[config.mk]
export PLATFORM = sky130hd
export DESIGN_NAME = rhpc_top
export DESIGN_NICKNAME = d
export VERILOG_FILES = /design/src/core/rhpc_pkg.sv /design/src/core/rhpc_sync.sv /design/src/core/rhpc_top.sv
export SDC_FILE = /design/constraint.sdc
export NUM_CORES = 1
export LEC_CHECK = 0
export BUFFER_PORTS_ARGS = -buffer_cell sky130_fd_sc_hd__buf_2
export CORE_ASPECT_RATIO = 2
export CORE_MARGIN = 8
export CORE_UTILIZATION = 50
export DETAILED_ROUTE_END_ITERATION = 7
export GPL_ROUTABILITY_DRIVEN = 0
export PLACE_DENSITY = 0.79
export SLEW_MARGIN = 10
export SYNTH_ARGS = -nofsm -noshare
export SYNTH_HDL_FRONTEND = slang
export SYNTH_SLANG_ARGS = --single-unit
[constraint.sdc]
create_clock -name pclk -period 3.6 [get_ports pclk]
set_clock_uncertainty 0.1 [all_clocks]
set_input_delay 0.36 -clock pclk [delete_from_list [all_inputs] [get_ports pclk]]
set_output_delay 0.36 -clock pclk [all_outputs]
set_load 0.01 [all_outputs]
[src/core/rhpc_pkg.sv]
// Package for the root hub port change logic: register map, bit layout, timing and types
// ****************************************************************
// ****************************************************************
`default_nettype none
package rhpc_pkg;
	localparam int unsigned PORT_COUNT = 2;
	localparam int unsigned ADDR_W = 12;
	localparam int unsigned CLK_HZ = 100_000_000;
	localparam int unsigned RESET_TIME_MS = 10;
	localparam int unsigned RESUME_TIME_MS = 20;
	localparam int unsigned RESYNC_TIME_MS = 3;
	localparam int unsigned EOP_TIME_NS = 1334;
	localparam int unsigned RESET_CYC = RESET_TIME_MS * (CLK_HZ / 1000);
	localparam int unsigned RESUME_CYC = RESUME_TIME_MS * (CLK_HZ / 1000);
	localparam int unsigned RESYNC_CYC = RESYNC_TIME_MS * (CLK_HZ / 1000);
	localparam int unsigned EOP_CYC = (EOP_TIME_NS * (CLK_HZ / 1_000_000) + 999) / 1000;
	localparam int unsigned TMR_W = 21;
	// ****************************************************************
	// Register indexes; byte address is four times the index
	// ****************************************************************
	localparam logic [7:0] IDX_PORT1 = 8'h15;
	localparam logic [7:0] IDX_INT_STAT = 8'h20;
	localparam logic [7:0] IDX_INT_CLR = 8'h21;
	localparam logic [7:0] IDX_INT_EN = 8'h22;
	// ****************************************************************
	// Port word layout
	// ****************************************************************
	localparam int BIT_PRESENT = 0;
	localparam int BIT_ACTIVE = 1;
	localparam int BIT_SUSPEND = 2;
	localparam int BIT_OCUR = 3;
	localparam int BIT_RESET = 4;
	localparam int BIT_POWER = 8;
	localparam int BIT_SLOW = 9;
	localparam int CMD_W = 10;
	localparam int W_EN_CLR = 0;
	localparam int W_EN_SET = 1;
	localparam int W_SUSP_SET = 2;
	localparam int W_SUSP_CLR = 3;
	localparam int W_RST_SET = 4;
	localparam int W_PWR_ON = 8;
	localparam int W_PWR_OFF = 9;
	localparam int CHG_LSB = 16;
	localparam int CHG_W = 5;
	localparam int CHG_ATTACH = 0;
	localparam int CHG_ENLOST = 1;
	localparam int CHG_RESUME = 2;
	localparam int CHG_OCUR = 3;
	localparam int CHG_RESET = 4;
	localparam logic [1:0] ANN_WAIT = 2'h3;
	localparam int SYNC_W = 6 * PORT_COUNT;
	typedef enum {PH_IDLE, PH_RESET, PH_RESUME, PH_EOP, PH_RESYNC} rhpc_phase_t;
	typedef struct packed {
		logic present;
		logic slow;
		logic ocur;
		logic fault;
		logic wake;
	} rhpc_pin_t;
	typedef struct packed {
		logic psel;
		logic penable;
		logic pwrite;
		logic [ADDR_W-1:0] paddr;
		logic [31:0] pwdata;
	} rhpc_apb_req_t;
	function automatic logic [ADDR_W-1:0] rhpc_reg_addr(input logic [7:0] idx);
		return {2'h0, idx, 2'h0};
	endfunction
endpackage
`default_nettype wire

[src/core/rhpc_sync.sv]
// Two-stage synchroniser for pin inputs
`default_nettype none
module rhpc_sync
#(
	parameter int unsigned W = 1
)
(
	input wire logic pclk,
	input wire logic presetn,
	input wire logic cken,
	input wire logic [W-1:0] d,
	output var logic [W-1:0] q
);
	import rhpc_pkg::*;
	logic [W-1:0] s1_q;
	always_ff @(posedge pclk or negedge presetn)
	begin
		if (!presetn)
		begin
			s1_q <= '0;
			q <= '0;
		end
		else if (cken)
		begin
			s1_q <= d;
			q <= s1_q;
		end
	end
endmodule
`default_nettype wire

[src/core/rhpc_top.sv]
// Root hub port change flags, power commands and APB register slave
`default_nettype none
module rhpc_top
#(
	parameter int unsigned RESET_CYCLES = rhpc_pkg::RESET_CYC,
	parameter int unsigned RESUME_CYCLES = rhpc_pkg::RESUME_CYC,
	parameter int unsigned EOP_CYCLES = rhpc_pkg::EOP_CYC,
	parameter int unsigned RESYNC_CYCLES = rhpc_pkg::RESYNC_CYC
)
(
	input wire logic pclk,
	input wire logic presetn,
	input wire logic cken,
	input wire rhpc_pkg::rhpc_apb_req_t apb_req,
	output var logic [31:0] prdata,
	output var logic pready,
	output var logic pslverr,
	input wire rhpc_pkg::rhpc_pin_t [rhpc_pkg::PORT_COUNT-1:0] port_pins,
	input wire logic [rhpc_pkg::PORT_COUNT-1:0] fixed_attach_mask,
	input wire logic [rhpc_pkg::PORT_COUNT-1:0] xact_busy,
	output var logic irq,
	output var logic [rhpc_pkg::PORT_COUNT-1:0] port_power,
	output var logic [rhpc_pkg::PORT_COUNT-1:0] port_reset_drive,
	output var logic [rhpc_pkg::PORT_COUNT-1:0] port_resume_drive
);
	import rhpc_pkg::*;

	function automatic logic [TMR_W-1:0] tmr_load(input int unsigned cyc);
		return TMR_W'(cyc - 1);
	endfunction

	// ****************************************************************
	// Pin synchronisers
	// ****************************************************************
	rhpc_pin_t [PORT_COUNT-1:0] pins_s;
	logic [PORT_COUNT-1:0] fixed_s;
	rhpc_sync #(.W(SYNC_W)) u_sync (
		.pclk(pclk),
		.presetn(presetn),
		.cken(cken),
		.d({fixed_attach_mask, port_pins}),
		.q({fixed_s, pins_s})
	);

	// ****************************************************************
	// Announce after root hub reset, once synchronised straps are valid
	// ****************************************************************
	logic [1:0] ann_cnt_q, ann_cnt_d;
	logic ann_done_q, ann_done_d;
	logic announce_q, announce_d;
	always_comb
	begin
		ann_cnt_d = ann_cnt_q;
		ann_done_d = ann_done_q;
		announce_d = 1'b0;
		if (!ann_done_q)
		begin
			if (ann_cnt_q == ANN_WAIT)
			begin
				announce_d = 1'b1;
				ann_done_d = 1'b1;
			end
			else
				ann_cnt_d = ann_cnt_q + 2'h1;
		end
	end
	always_ff @(posedge pclk or negedge presetn)
	begin
		if (!presetn)
		begin
			ann_cnt_q <= '0;
			ann_done_q <= 1'b0;
			announce_q <= 1'b0;
		end
		else if (cken)
		begin
			ann_cnt_q <= ann_cnt_d;
			ann_done_q <= ann_done_d;
			announce_q <= announce_d;
		end
	end

	// ****************************************************************
	// APB decode
	// ****************************************************************
	logic access;
	logic take;
	logic [PORT_COUNT-1:0] wr_hit;
	assign access = apb_req.psel && apb_req.penable;
	// Writes land at the edge that completes the access
	assign take = access && pready;
	always_comb
	begin
		for (int p = 0; p < PORT_COUNT; p++)
			wr_hit[p] = take && apb_req.pwrite
				&& (apb_req.paddr == rhpc_reg_addr(IDX_PORT1 + 8'(p)));
	end

	// ****************************************************************
	// Per-port state
	// ****************************************************************
	logic [PORT_COUNT-1:0] present_q, present_d, active_q, active_d, susp_q, susp_d;
	logic [PORT_COUNT-1:0] rst_q, rst_d, power_q, power_d, slow_q, slow_d;
	logic [PORT_COUNT-1:0] ocur_q, ocur_d, resdrv_q, resdrv_d, evt;
	logic [CHG_W-1:0] chg_q [PORT_COUNT];
	logic [CHG_W-1:0] chg_d [PORT_COUNT];
	logic [CHG_W-1:0] set_a [PORT_COUNT];
	logic [CMD_W-1:0] pend_q [PORT_COUNT];
	logic [CMD_W-1:0] pend_d [PORT_COUNT];
	logic [TMR_W-1:0] tmr_q [PORT_COUNT];
	logic [TMR_W-1:0] tmr_d [PORT_COUNT];
	rhpc_phase_t phase_q [PORT_COUNT];
	rhpc_phase_t phase_d [PORT_COUNT];

	always_comb
	begin
		logic [CMD_W-1:0] cmd;
		logic [CHG_W-1:0] clr_v;
		logic [CHG_W-1:0] set_v;
		cmd = '0;
		clr_v = '0;
		set_v = '0;
		for (int p = 0; p < PORT_COUNT; p++)
		begin
			// Commands wait while the port is busy with a transaction
			cmd = xact_busy[p] ? '0 : pend_q[p];
			pend_d[p] = (xact_busy[p] ? pend_q[p] : '0)
				| (wr_hit[p] ? apb_req.pwdata[CMD_W-1:0] : '0);
			clr_v = wr_hit[p] ? apb_req.pwdata[CHG_LSB +: CHG_W] : '0;
			set_v = '0;
			power_d[p] = power_q[p];
			active_d[p] = active_q[p];
			susp_d[p] = susp_q[p];
			rst_d[p] = rst_q[p];
			phase_d[p] = phase_q[p];
			tmr_d[p] = tmr_q[p];
			present_d[p] = pins_s[p].present && power_q[p];
			slow_d[p] = pins_s[p].slow;
			ocur_d[p] = pins_s[p].ocur;
			if (ocur_d[p] != ocur_q[p])
				set_v[CHG_OCUR] = 1'b1;
			if ((present_d[p] != present_q[p]) && !fixed_s[p])
				set_v[CHG_ATTACH] = 1'b1;
			if (announce_q && fixed_s[p])
				set_v[CHG_ATTACH] = 1'b1;
			if (phase_q[p] != PH_IDLE)
			begin
				if (tmr_q[p] == '0)
				begin
					case (phase_q[p])
						PH_RESET:
						begin
							rst_d[p] = 1'b0;
							active_d[p] = 1'b1;
							set_v[CHG_RESET] = 1'b1;
							phase_d[p] = PH_IDLE;
						end
						PH_RESUME:
						begin
							phase_d[p] = PH_EOP;
							tmr_d[p] = tmr_load(EOP_CYCLES);
						end
						PH_EOP:
						begin
							phase_d[p] = PH_RESYNC;
							tmr_d[p] = tmr_load(RESYNC_CYCLES);
						end
						PH_RESYNC:
						begin
							susp_d[p] = 1'b0;
							set_v[CHG_RESUME] = 1'b1;
							phase_d[p] = PH_IDLE;
						end
						default:
							phase_d[p] = PH_IDLE;
					endcase
				end
				else
					tmr_d[p] = tmr_q[p] - TMR_W'(1);
			end
			if (cmd[W_PWR_ON])
				power_d[p] = 1'b1;
			if (cmd[W_PWR_OFF])
				power_d[p] = 1'b0;
			if (pins_s[p].ocur)
				power_d[p] = 1'b0;
			// Driver disable: no change flag
			if (cmd[W_EN_CLR])
				active_d[p] = 1'b0;
			if (cmd[W_EN_SET])
			begin
				if (present_q[p])
					active_d[p] = 1'b1;
				else
					set_v[CHG_ATTACH] = 1'b1;
			end
			if (cmd[W_SUSP_SET])
			begin
				if (!present_q[p])
					set_v[CHG_ATTACH] = 1'b1;
				else if (active_q[p])
					susp_d[p] = 1'b1;
			end
			if (cmd[W_RST_SET] && (phase_q[p] != PH_RESET))
			begin
				if (present_q[p])
				begin
					rst_d[p] = 1'b1;
					phase_d[p] = PH_RESET;
					tmr_d[p] = tmr_load(RESET_CYCLES);
				end
				else
					set_v[CHG_ATTACH] = 1'b1;
			end
			if ((cmd[W_SUSP_CLR] || pins_s[p].wake) && susp_q[p] && (phase_q[p] == PH_IDLE))
			begin
				phase_d[p] = PH_RESUME;
				tmr_d[p] = tmr_load(RESUME_CYCLES);
			end
			// Disconnect or fault is a hardware loss of enable
			if (active_q[p] && power_q[p] && (pins_s[p].fault || !present_d[p]))
			begin
				active_d[p] = 1'b0;
				set_v[CHG_ENLOST] = 1'b1;
			end
			if (!present_d[p] || !power_d[p])
			begin
				active_d[p] = 1'b0;
				susp_d[p] = 1'b0;
				rst_d[p] = 1'b0;
				phase_d[p] = PH_IDLE;
			end
			// Set wins over a simultaneous clear
			chg_d[p] = (chg_q[p] & ~clr_v) | set_v;
			if (set_v[CHG_RESET])
				chg_d[p][CHG_RESUME] = 1'b0;
			resdrv_d[p] = (phase_d[p] == PH_RESUME);
			set_a[p] = set_v;
			evt[p] = |set_v;
		end
	end

	always_ff @(posedge pclk or negedge presetn)
	begin
		if (!presetn)
		begin
			present_q <= '0;
			active_q <= '0;
			susp_q <= '0;
			rst_q <= '0;
			power_q <= '0;
			slow_q <= '0;
			ocur_q <= '0;
			resdrv_q <= '0;
			for (int p = 0; p < PORT_COUNT; p++)
			begin
				chg_q[p] <= '0;
				pend_q[p] <= '0;
				tmr_q[p] <= '0;
				phase_q[p] <= PH_IDLE;
			end
		end
		else if (cken)
		begin
			present_q <= present_d;
			active_q <= active_d;
			susp_q <= susp_d;
			rst_q <= rst_d;
			power_q <= power_d;
			slow_q <= slow_d;
			ocur_q <= ocur_d;
			resdrv_q <= resdrv_d;
			chg_q <= chg_d;
			pend_q <= pend_d;
			tmr_q <= tmr_d;
			phase_q <= phase_d;
		end
	end
	assign port_power = power_q;
	assign port_reset_drive = rst_q;
	assign port_resume_drive = resdrv_q;

	// ****************************************************************
	// Register read, interrupt status and enable
	// ****************************************************************
	logic [31:0] prdata_d;
	logic pready_d, pslverr_d, irq_d;
	logic [PORT_COUNT-1:0] int_stat_q, int_stat_d, int_en_q, int_en_d;
	always_comb
	begin
		logic [31:0] rd;
		logic mapped;
		rd = '0;
		mapped = 1'b0;
		for (int p = 0; p < PORT_COUNT; p++)
		begin
			if (apb_req.paddr == rhpc_reg_addr(IDX_PORT1 + 8'(p)))
			begin
				mapped = 1'b1;
				rd[BIT_PRESENT] = present_q[p];
				rd[BIT_ACTIVE] = active_q[p];
				rd[BIT_SUSPEND] = susp_q[p];
				rd[BIT_OCUR] = ocur_q[p];
				rd[BIT_RESET] = rst_q[p];
				rd[BIT_POWER] = power_q[p];
				rd[BIT_SLOW] = slow_q[p];
				rd[CHG_LSB +: CHG_W] = chg_q[p];
			end
		end
		if (apb_req.paddr == rhpc_reg_addr(IDX_INT_STAT))
		begin
			mapped = 1'b1;
			rd[PORT_COUNT-1:0] = int_stat_q;
		end
		if (apb_req.paddr == rhpc_reg_addr(IDX_INT_CLR))
			mapped = 1'b1;
		if (apb_req.paddr == rhpc_reg_addr(IDX_INT_EN))
		begin
			mapped = 1'b1;
			rd[PORT_COUNT-1:0] = int_en_q;
		end
		// One wait state; read data captured as pready rises
		pready_d = access && !pready;
		prdata_d = (pready_d && !apb_req.pwrite) ? rd : prdata;
		pslverr_d = pready_d && !mapped;
		int_en_d = int_en_q;
		int_stat_d = int_stat_q;
		if (take && apb_req.pwrite && (apb_req.paddr == rhpc_reg_addr(IDX_INT_EN)))
			int_en_d = apb_req.pwdata[PORT_COUNT-1:0];
		if (take && apb_req.pwrite && (apb_req.paddr == rhpc_reg_addr(IDX_INT_CLR)))
			int_stat_d = int_stat_q & ~apb_req.pwdata[PORT_COUNT-1:0];
		int_stat_d = int_stat_d | evt;
		irq_d = |(int_stat_d & int_en_d);
	end
	always_ff @(posedge pclk or negedge presetn)
	begin
		if (!presetn)
		begin
			prdata <= '0;
			pready <= 1'b0;
			pslverr <= 1'b0;
			int_stat_q <= '0;
			int_en_q <= '0;
			irq <= 1'b0;
		end
		else if (cken)
		begin
			prdata <= prdata_d;
			pready <= pready_d;
			pslverr <= pslverr_d;
			int_stat_q <= int_stat_d;
			int_en_q <= int_en_d;
			irq <= irq_d;
		end
	end

	// ****************************************************************
	// Checks
	// ****************************************************************
	for (genvar g = 0; g < PORT_COUNT; g++)
	begin : g_chk
		logic in_resync;
		assign in_resync = (phase_q[g] == PH_RESYNC) && (tmr_q[g] == '0);
		AST_RESUME_SEQ:
		assert property (@(posedge pclk) disable iff (!presetn)
			$rose(chg_q[g][CHG_RESUME]) |-> $past(in_resync))
			else $error("resume change set outside resync end");
		AST_RESET_CLEARS_RESUME:
		assert property (@(posedge pclk) disable iff (!presetn)
			$rose(chg_q[g][CHG_RESET]) |-> !chg_q[g][CHG_RESUME])
			else $error("resume change survived reset change");
		AST_ENABLE_LOST:
		assert property (@(posedge pclk) disable iff (!presetn)
			$rose(chg_q[g][CHG_ENLOST]) |-> $past(active_q[g]) && !active_q[g])
			else $error("enable-lost set without enable falling");
		AST_NO_LOST_ON_WRITE:
		assert property (@(posedge pclk) disable iff (!presetn)
			cken && pend_q[g][W_EN_CLR] && !xact_busy[g] && active_q[g] && power_q[g]
			&& present_d[g] && !pins_s[g].fault && !chg_q[g][CHG_ENLOST]
			|=> !active_q[g] && !chg_q[g][CHG_ENLOST])
			else $error("driver disable flagged as enable loss");
		AST_ATTACH_EVENT:
		assert property (@(posedge pclk) disable iff (!presetn)
			cken && (present_d[g] != present_q[g]) && !fixed_s[g] |=> chg_q[g][CHG_ATTACH])
			else $error("attach change missed");
		AST_CMD_DETACHED:
		assert property (@(posedge pclk) disable iff (!presetn)
			cken && !xact_busy[g] && pend_q[g][W_RST_SET] && !present_q[g]
			|=> chg_q[g][CHG_ATTACH] && !rst_q[g])
			else $error("reset on detached port not redirected");
		AST_FIXED_QUIET:
		assert property (@(posedge pclk) disable iff (!presetn)
			cken && fixed_s[g] && !announce_q && (pend_q[g] == '0) && !chg_q[g][CHG_ATTACH]
			|=> !chg_q[g][CHG_ATTACH])
			else $error("fixed port flagged attach outside announce");
		AST_W1C:
		assert property (@(posedge pclk) disable iff (!presetn)
			cken && wr_hit[g] && apb_req.pwdata[CHG_LSB + CHG_ATTACH] && !set_a[g][CHG_ATTACH]
			|=> !chg_q[g][CHG_ATTACH])
			else $error("attach change not cleared by one");
		AST_W0_KEEPS:
		assert property (@(posedge pclk) disable iff (!presetn)
			cken && wr_hit[g] && !apb_req.pwdata[CHG_LSB + CHG_ENLOST] && chg_q[g][CHG_ENLOST]
			|=> chg_q[g][CHG_ENLOST])
			else $error("enable-lost cleared by zero");
		AST_SLOW_READ:
		assert property (@(posedge pclk) disable iff (!presetn)
			cken && access && !pready && !apb_req.pwrite
			&& (apb_req.paddr == rhpc_reg_addr(IDX_PORT1 + 8'(g)))
			|=> prdata[BIT_SLOW] == $past(slow_q[g]))
			else $error("slow-attach read wrong");
		AST_POWER_OFF:
		assert property (@(posedge pclk) disable iff (!presetn)
			cken && !xact_busy[g] && pend_q[g][W_PWR_OFF] |=> !power_q[g])
			else $error("power off command ignored");
		AST_RESET_END:
		assert property (@(posedge pclk) disable iff (!presetn)
			$rose(chg_q[g][CHG_RESET]) |-> $fell(rst_q[g]))
			else $error("reset change without reset ending");
		AST_DEFER:
		assert property (@(posedge pclk) disable iff (!presetn)
			cken && xact_busy[g] && pend_q[g][W_PWR_OFF] && power_q[g] && !pins_s[g].ocur
			|=> power_q[g])
			else $error("power write applied during transaction");
		AST_OCUR:
		assert property (@(posedge pclk) disable iff (!presetn)
			cken && pins_s[g].ocur |=> !power_q[g])
			else $error("overcurrent left power on");
	end
endmodule
`default_nettype wire

======== Word level (Yosys, flattened, before mapping) ========
Index checks and enable logic that the tools add are counted.
cells by class
  add/sub/neg operators ................... 3
  eq/ne operators ......................... 22
  multiplexer cells ....................... 134
  bitwise operators ....................... 14
  reductions and logical operators ........ 52
operators with widths
  operator                                                                 number
  32-bit 2-to-1 mux                                                        12
  21-bit 2-to-1 mux                                                        10
  32-bit by 2-bit equality test with 1-bit output (second input constant)  4
  32-bit by 3-bit equality test with 1-bit output (second input constant)  4
  1-bit 2-to-1 mux                                                         90
  21-bit one-hot mux with 2 select lines                                   2
  32-bit by 1-bit equality test with 1-bit output (second input constant)  2
  32-bit zero test                                                         2
  32-bit by 2-bit != test with 1-bit output (second input constant)        2
  32-bit nonzero test                                                      2
  10-bit 2-to-1 mux                                                        6
  21-bit zero test                                                         2
  21-bit by 1-bit subtractor with 21-bit output (second input constant)    2
  12-bit by 8-bit equality test with 1-bit output (second input constant)  3
  5-bit 2-to-1 mux                                                         6
  1-bit logical AND                                                        26
  12-bit by 7-bit equality test with 1-bit output (second input constant)  2
  10-bit OR                                                                2
  2-bit 2-to-1 mux                                                         6
  3-bit one-hot mux with 2 select lines                                    2
  5-bit bitwise AND                                                        2
  5-bit inverter                                                           2
  5-bit OR                                                                 2
  5-bit OR reduction                                                       2
  other kinds (12)                                                         30
storage, ports and cells
  register bits after elaboration ......... 199
  input bits .............................. 64
  output and inout port bits .............. 41
  logic and storage cells ................. 252

======== Logic depth before layout (Yosys ltp) ========
Gate-level depths: netlist of run 1.
  depth after elaboration ................. 15
  gate-level depth with buffers ........... 11
  mapped depth without buffers ............ 9

======== Hierarchy ========
A second synthesis of run 1 with hierarchy kept.
second synthesis, totals
  cell total of the unflattened synthesis .. 946
  area, all modules ....................... 9836.9 µm²
by module, submodules not included
  module     times used  cells each  area an instance (µm²)  sequential area each (µm²)
  rhpc_top   1           895         8839.7                  4229.1
  rhpc_sync  1           51          997.2                   600.6

======== Worst setup path after synthesis of run 1 ========
OpenSTA, ideal clock, no wires.
  kind .................................... flip-flop to flip-flop
  from .................................... register tmr_q[21] (netlist bit)
  to ...................................... register tmr_q[29] (netlist bit)
  library setup time ...................... 126 ps
  arrival time ............................ 2682 ps
  data required time ...................... 3374 ps
  path slack .............................. 692 ps
  stages on the path, launching flop included .. 11
  buffers on the path ..................... 1
  period minus slack after synthesis ...... 2908 ps
  cell sequence ........................... dfrtp_1 > inv_1 > ha_1 > or3b_1 > or3_1 > or4_4 > or3_1 > buf_6 > o21a_4 > o221ai_2 > o21ai_1
between the ends
  word-level cells in the longest chain between the ends .. 6
  elaborated cells on any way between the ends .. 7
  those cells by class .................... add/sub (1); mux (5); reduce/logical (1)
RTL lines
  item                                                                               RTL line         text
  start: declaration                                                                 rhpc_top.sv:110  logic [TMR_W-1:0] tmr_q [PORT_COUNT];
  start signal: assignment                                                           rhpc_top.sv:275  tmr_q <= tmr_d;
  21-bit by 1-bit subtractor with 21-bit output or 21-bit zero test (tied branches)  -
  21-bit 2-to-1 mux *                                                                rhpc_top.sv:148  if (tmr_q[p] == '0)
  21-bit 2-to-1 mux *                                                                rhpc_top.sv:146  if (phase_q[p] != PH_IDLE)
  21-bit 2-to-1 mux                                                                  rhpc_top.sv:206  if (present_q[p])
  21-bit 2-to-1 mux *                                                                rhpc_top.sv:204  if (cmd[W_RST_SET] && (phase_q[p] != PH_RESET))
  21-bit 2-to-1 mux *                                                                rhpc_top.sv:215  if ((cmd[W_SUSP_CLR] || pins_s[p].wake) && susp_q[p] && (phase_q[p] == PH_IDLE))
Mark *: on every way between the ends. The rest lies on a longest branch, timed or not.
A chain may end at the register's enable or synchronous reset.

======== Worst setup path after layout of run 1 ========
Ends and elaborated chain as after synthesis.

==> results.sh, run 1 <==
export IMPL_start_util=0.510
export IMPL_period_minus_slack_ns=3.26
export IMPL_vdd_ir_drop_max_mv=0.544
export IMPL_yosysTopAreaCellShare=0.517
export IMPL_r2r_setup_slack_ns=0.34
export IMPL_clk_latency_ns=0.44
export IMPL_rsz0062_at_grt="false"
export IMPL_mappedNetlistArea_mm2=0.00934
export IMPL_die_w_um=113
export IMPL_cp_num_buf_inv=1
export IMPL_hold_end="u_sync.s1_q[9]"
export IMPL_synthCells=940
export IMPL_drc_errors=0
export IMPL_overflow=0
export IMPL_clk_pin_slew_ns=0.07
export IMPL_slowest_stage="or3_1"
export IMPL_rr_endpoint="tmr_q[29]"
export IMPL_cp_startpoint="tmr_q[21]"
export IMPL_vias=7607
export IMPL_ys_ff_latch=193
export IMPL_fin_util=0.570
export IMPL_grt_pass1_wl_mm=39.6
export IMPL_cp_max_fo=10
export IMPL_die_area_mm2=0.0236
export IMPL_finalHoldViolCount=0
export IMPL_nFillCells=1523
export IMPL_cts_resized_gates=0
export IMPL_h_tree_depth=4
export IMPL_worstPathArrival_ns=3.48
export IMPL_layout_nets=1063
export IMPL_diodes=0
export IMPL_grt_start_max_net_pins=119
export IMPL_ioPinCount=105
export IMPL_die_y_um=209
export IMPL_setup_tns_final_ns=0
export IMPL_avgSynthCellArea_um2=9.93
export IMPL_cts_max_path_buffers=2
export IMPL_yosysMostFrequentCell="dfrtp_1"
export IMPL_rr_worst_depth=9
export IMPL_cp_cell_sequence="inv_1 -> ha_1 -> or3b_1 -> or3_1 -> or4_4 -> or3_1 -> o21a_4 -> o221ai_2 -> o21ai_1"
export IMPL_critPathMaxStageDelay_ns=0.52
export IMPL_drt_iter0_drc=564
export IMPL_leakage_nw=4.61
export IMPL_postRouteAntennaNets=0
export IMPL_yosysWarnings=0
export IMPL_wl_per_cell_um=19.9
export IMPL_synth_commonest_cells="193 x dfrtp_1, 81 x nand2_1, 81 x o21ai_0"
export IMPL_synthTopCellsByArea="dfrtp_1 52%, o21ai_0 4.3%, and2_1 4.3%"
export IMPL_grt_antenna_before_repair=0
export IMPL_syn2layout_area_growth_pct=11.7
export IMPL_hp_class="input port to flip-flop"
export IMPL_cts_tree="yes"
export IMPL_worstHoldPathCells=2
export IMPL_cts_sinks=193
export IMPL_critPathRequiredTime_ns=3.82
export IMPL_path_class="flip-flop to flip-flop"
export IMPL_startpoint_type="flip-flop"
export IMPL_r2r_start="tmr_q[21]"
export IMPL_routed_via_density=6.21
export IMPL_synth_distinct_cells=75
export IMPL_fp_row_count=70
export IMPL_fin_crit_sh=0.905
export IMPL_wl_mm=24.4
export IMPL_endpoint_kind="flip-flop"
export IMPL_dr_pass1_iters=5
export IMPL_core_mm2=0.0183
export IMPL_status="finished, final reports clean"
export IMPL_hpwl_mm=17.7
export IMPL_maxCapViolCount=0
export IMPL_maxSlewViolCount=0
export IMPL_slew_headroom=0.414
export IMPL_finalSetupViolCount=0
export IMPL_grt_usage=0.211
export IMPL_cp_common_cell="or3_1"
export IMPL_synth_enable_flop_cells=0
export IMPL_cts_buffers=17
export IMPL_drive_gt1_frac=0.161
export IMPL_port_buffers=64
export IMPL_cts_post_setup_buffers_inserted=0
export IMPL_cts_root_buffer="clkbuf_16"
export IMPL_critPathTopFamily="simple AND/OR/NAND/NOR gates"
export IMPL_synthFlopType="dfrtp_1"
export IMPL_synth_area_leader_cell="dfrtp_1"
export IMPL_fmax_ghz=0.307
export IMPL_worst_pin_slew_ns=0.878
export IMPL_powerDensity_mw_per_mm2=452
export IMPL_min_from="port_pins[9]"
export IMPL_yosysSeqAreaShare=0.517
export IMPL_grt_pass1_vias=7714
export IMPL_async_flop_share=1.00
## layout make-up
class | instances | area [um^2] | share of cell area
multi-input combinational | 671 | 4140 | 0.397
clock inverter | 15 | 148 | 0.0142
sequential | 193 | 4830 | 0.463
timing repair buffer | 82 | 494 | 0.0474
tap | 216 | 270 | 0.0259
inverter | 31 | 116 | 0.0112
clock buffer | 17 | 425 | 0.0408
## layer usage
metal | routed length [um] | GRT usage
met3 | 1050 | 0.0334
met2 | 12700 | 0.370
met4 | 1620 | 0.164
met5 | 0 | 0
met1 | 9010 | 0.220
## logic make-up (layout without fill, tap and decap cells)
logic type,count (synthesis),count (layout),share of synthesized area
other cells,1,20,0.000402
buf+inv,95,145,0.0473
xor+xnor,4,4,0.00375
simple gates,361,361,0.209
mux,34,34,0.0403
compound gates,249,249,0.178
fa+ha+maj,3,3,0.00402
flops,193,193,0.517
## cell usage in the layout, fill, tap and decap left out, types with 4 or more instances in the layout
| cell type | instances |
|---|---|
| dfrtp_1 | 193 |
| nand2_1 | 81 |
| o21ai_0 | 80 |
| and2_1 | 64 |
| buf_2 | 62 |
| nor2_1 | 56 |
| inv_1 | 31 |
| nor3_1 | 29 |
| mux2_2 | 29 |
| a22o_1 | 29 |
| nor4_1 | 28 |
| a21oi_1 | 26 |
| conb_1 | 20 |
| nand3_1 | 18 |
| a31oi_1 | 17 |
| clkbuf_16 | 17 |
| buf_4 | 16 |
| nand4_1 | 13 |
| o31ai_1 | 13 |
| a22oi_1 | 13 |
| or3_1 | 10 |
| or4_1 | 9 |
| and3_1 | 9 |
| o22ai_1 | 8 |
| and4_1 | 7 |
| o211ai_1 | 7 |
| nor4b_1 | 6 |
| a21o_1 | 6 |
| o21a_1 | 6 |
| nor2b_1 | 5 |
| o21ai_1 | 5 |
| or2_2 | 5 |
| mux2i_1 | 5 |
| o22a_1 | 5 |
| nand2b_1 | 4 |
| clkinv_4 | 4 |
## state kept, by name, indices dropped and copies added, names as in the netlist, 10 cells and up
| register | flops |
|---|---|
| chg_q | 10 |
| pend_q | 14 |
| phase_q | 64 |
| prdata | 12 |
| tmr_q | 42 |
| u_sync.q | 12 |
| u_sync.s1_q | 12 |
## worst max-delay path by stage
stage,slack (ns),end,cells after the start
2_1_floorplan,0.69,tmr_q[29],10
3_3_place_gp,0.45,tmr_q[29],9
3_5_place_dp,0.41,tmr_q[29],9
4_1_cts,0.38,tmr_q[29],9
5_1_grt,0.20,tmr_q[29],9
6_report,0.34,tmr_q[29],9
## power breakdown
group	leakage (nW)	switching (mW)	internal, mW
Clock	0.276	0.912	0.918
Combinational	1.82	0.289	0.192
Sequential	2.51	0.118	2.28
Total	4.61	1.32	3.39
## through the flow
| stage | cells | power [mW] | hold WS, ns | setup slack [ns] | area (um^2) |
|---|---|---|---|---|---|
| floorplan | 959 | 2.72 | -0.0356 | 0.692 | 9410 |
| global placement | 1192 | 2.90 | 0.353 | 0.450 | 9840 |
| detailed placement | 1192 | 2.91 | 0.364 | 0.414 | 9840 |
| CTS | 1225 | 4.74 | 0.0363 | 0.381 | 10400 |
| global route | 1225 | 4.90 | 0.0413 | 0.203 | 10400 |
| finish | 1225 | 4.71 | 0.0453 | 0.344 | 10400 |
## repair_timing
action / 4_1_cts / 5_1_grt
hold buffers: 1 / 0
endpoints found under the hold margin: 102 / 0
endpoints found under the setup margin: 0 / 0
No activity file was read; power rests on OpenSTA's default activity.
==> run 2, diff against run 1 <==
==> constraint.sdc (replaced) <==
create_clock -name pclk -period 3.05 [get_ports pclk]
set_clock_uncertainty 0.1 [all_clocks]
set_input_delay 0.305 -clock pclk [delete_from_list [all_inputs] [get_ports pclk]]
set_output_delay 0.305 -clock pclk [all_outputs]
set_load 0.01 [all_outputs]
==> results.sh, run 2 (synthesis gave the netlist of run 1 again) <==
export IMPL_maxCapViolCount=0
export IMPL_cp_num_buf_inv=3
export IMPL_worstPathArrival_ns=3.25
export IMPL_port_buffers=64
export IMPL_cts_root_buffer="clkbuf_16"
export IMPL_leakage_nw=4.83
export IMPL_largest_reg_flops=64
export IMPL_cts_max_path_buffers=2
export IMPL_grt_pass1_wl_mm=41.2
export IMPL_wl_per_cell_um=20.0
export IMPL_drc_errors=0
export IMPL_syn2layout_area_growth_pct=16.4
export IMPL_powerDensity_mw_per_mm2=529
export IMPL_drt_iter0_drc=611
export IMPL_fmax_ghz=0.331
export IMPL_cts_tree="yes"
export IMPL_fp_row_count=70
export IMPL_routed_via_density=6.29
export IMPL_core_mm2=0.0183
export IMPL_critPathTopFamily="simple AND/OR/NAND/NOR gates"
export IMPL_cp_startpoint="tmr_q[21]"
export IMPL_grt_antenna_before_repair=1
export IMPL_drive_gt1_frac=0.196
export IMPL_critPathRequiredTime_ns=3.28
export IMPL_rsz0062_at_grt="true"
export IMPL_mostFrequentLayoutCell="dfrtp_1"
export IMPL_ioPinCount=105
export IMPL_vdd_ir_drop_max_mv=0.572
export IMPL_max_flop_register="phase_q"
export IMPL_path_class="flip-flop to flip-flop"
export IMPL_period_minus_slack_ns=3.02
export IMPL_cts_buffers=17
export IMPL_grt_start_max_net_pins=71
export IMPL_layout_nets=1107
export IMPL_die_area_mm2=0.0236
export IMPL_cts_sinks=193
export IMPL_r2r_start="tmr_q[21]"
export IMPL_cp_max_fo=4
export IMPL_critPathMaxStageDelay_ns=0.44
export IMPL_dr_pass1_iters=5
export IMPL_fin_util=0.594
export IMPL_hp_class="input port to flip-flop"
export IMPL_die_y_um=209
export IMPL_startpoint_type="flip-flop"
export IMPL_endpoint_kind="flip-flop"
export IMPL_clk_latency_ns=0.44
export IMPL_h_tree_depth=4
export IMPL_hpwl_mm=18.2
export IMPL_fin_crit_sh=0.990
export IMPL_slowest_stage="or3_4"
export IMPL_grt_pass1_vias=7926
export IMPL_reg_largest_list="phase_q: 64 flops, tmr_q: 42 flops, pend_q: 14 flops"
export IMPL_min_from="apb_req[8]"
export IMPL_cp_cell_sequence="inv_2 -> ha_4 -> or3b_4 -> or3_4 -> or4_4 -> or3_4 -> buf_4 -> buf_4 -> o31ai_1"
export IMPL_maxSlewViolCount=0
export IMPL_die_w_um=113
export IMPL_clk_pin_slew_ns=0.07
export IMPL_wl_mm=25.3
export IMPL_setup_tns_final_ns=0
export IMPL_grt_usage=0.220
export IMPL_status="finished, final reports clean"
export IMPL_overflow=0
export IMPL_vias=7992
export IMPL_worst_pin_slew_ns=0.809
export IMPL_finalHoldViolCount=0
export IMPL_start_util=0.510
export IMPL_final_cell_mix="193 x dfrtp_1, 81 x nand2_1, 77 x o21ai_0"
export IMPL_postRouteAntennaNets=0
export IMPL_slew_headroom=0.460
export IMPL_finalSetupViolCount=0
[run 2: layout make-up]
class / count / area (um^2)
Inverter: 31 / 116
Antenna cell: 1 / 2.50
Timing Repair Buffer: 126 / 856
Sequential cell: 193 / 4830
Fill cell: 1474 / 7440
Tap cell: 216 / 270
Multi-Input combinational cell: 671 / 4200
Clock buffer: 21 / 480
Clock inverter: 11 / 115
[run 2: path summary, 6_finish.rpt]
kind                                to  slack [ns]  cells past startpoint
setup reg to reg           phase_q[34]        0.03                      9
min in group asynchronous  phase_q[55]        0.32                      2
hold / removal               pend_q[8]        0.01                      2
setup / recovery           phase_q[34]        0.03                      9
max in group asynchronous       pready        1.77                      3
hold reg to reg             ann_done_q        0.38                      1
[run 2: where the power goes]
group / internal, mW / switching [mW] / total, mW
registers: 2.69 / 0.135 / 2.83
clock network: 1.23 / 1.01 / 2.24
logic: 0.296 / 0.381 / 0.677
total: 4.22 / 1.53 / 5.75
[run 2: repair_timing]
action,CTS,global route
gates resized for setup,2,15
setup buffers,0,3
hold buffers,12,0
pin swaps,0,6
hold endpoints to repair,79,0
setup endpoints to repair,4,15
[run 2: through the flow]
step / worst slack (ns) / total power, mW / instance area [um^2] / hold slack, ns / instances
after floorplan: 0.142 / 3.22 / 9410 / -0.0906 / 959
after global placement: -0.000532 / 3.47 / 10100 / 0.247 / 1222
after detailed placement: -0.00966 / 3.49 / 10100 / 0.250 / 1222
after CTS: 0.0469 / 5.72 / 10800 / 0.000746 / 1266
after global routing: -0.0143 / 5.96 / 10900 / 0.0159 / 1270
final: 0.0307 / 5.75 / 10900 / 0.0103 / 1270
[run 2: metal layers]
metal  up-vias  GRT usage  wire, um
met3        92     0.0388      1290
met2       357      0.395     13600
met5         -          0         0
met1      3934      0.230      9050
met4         0      0.143      1440
li1       3609          -         -
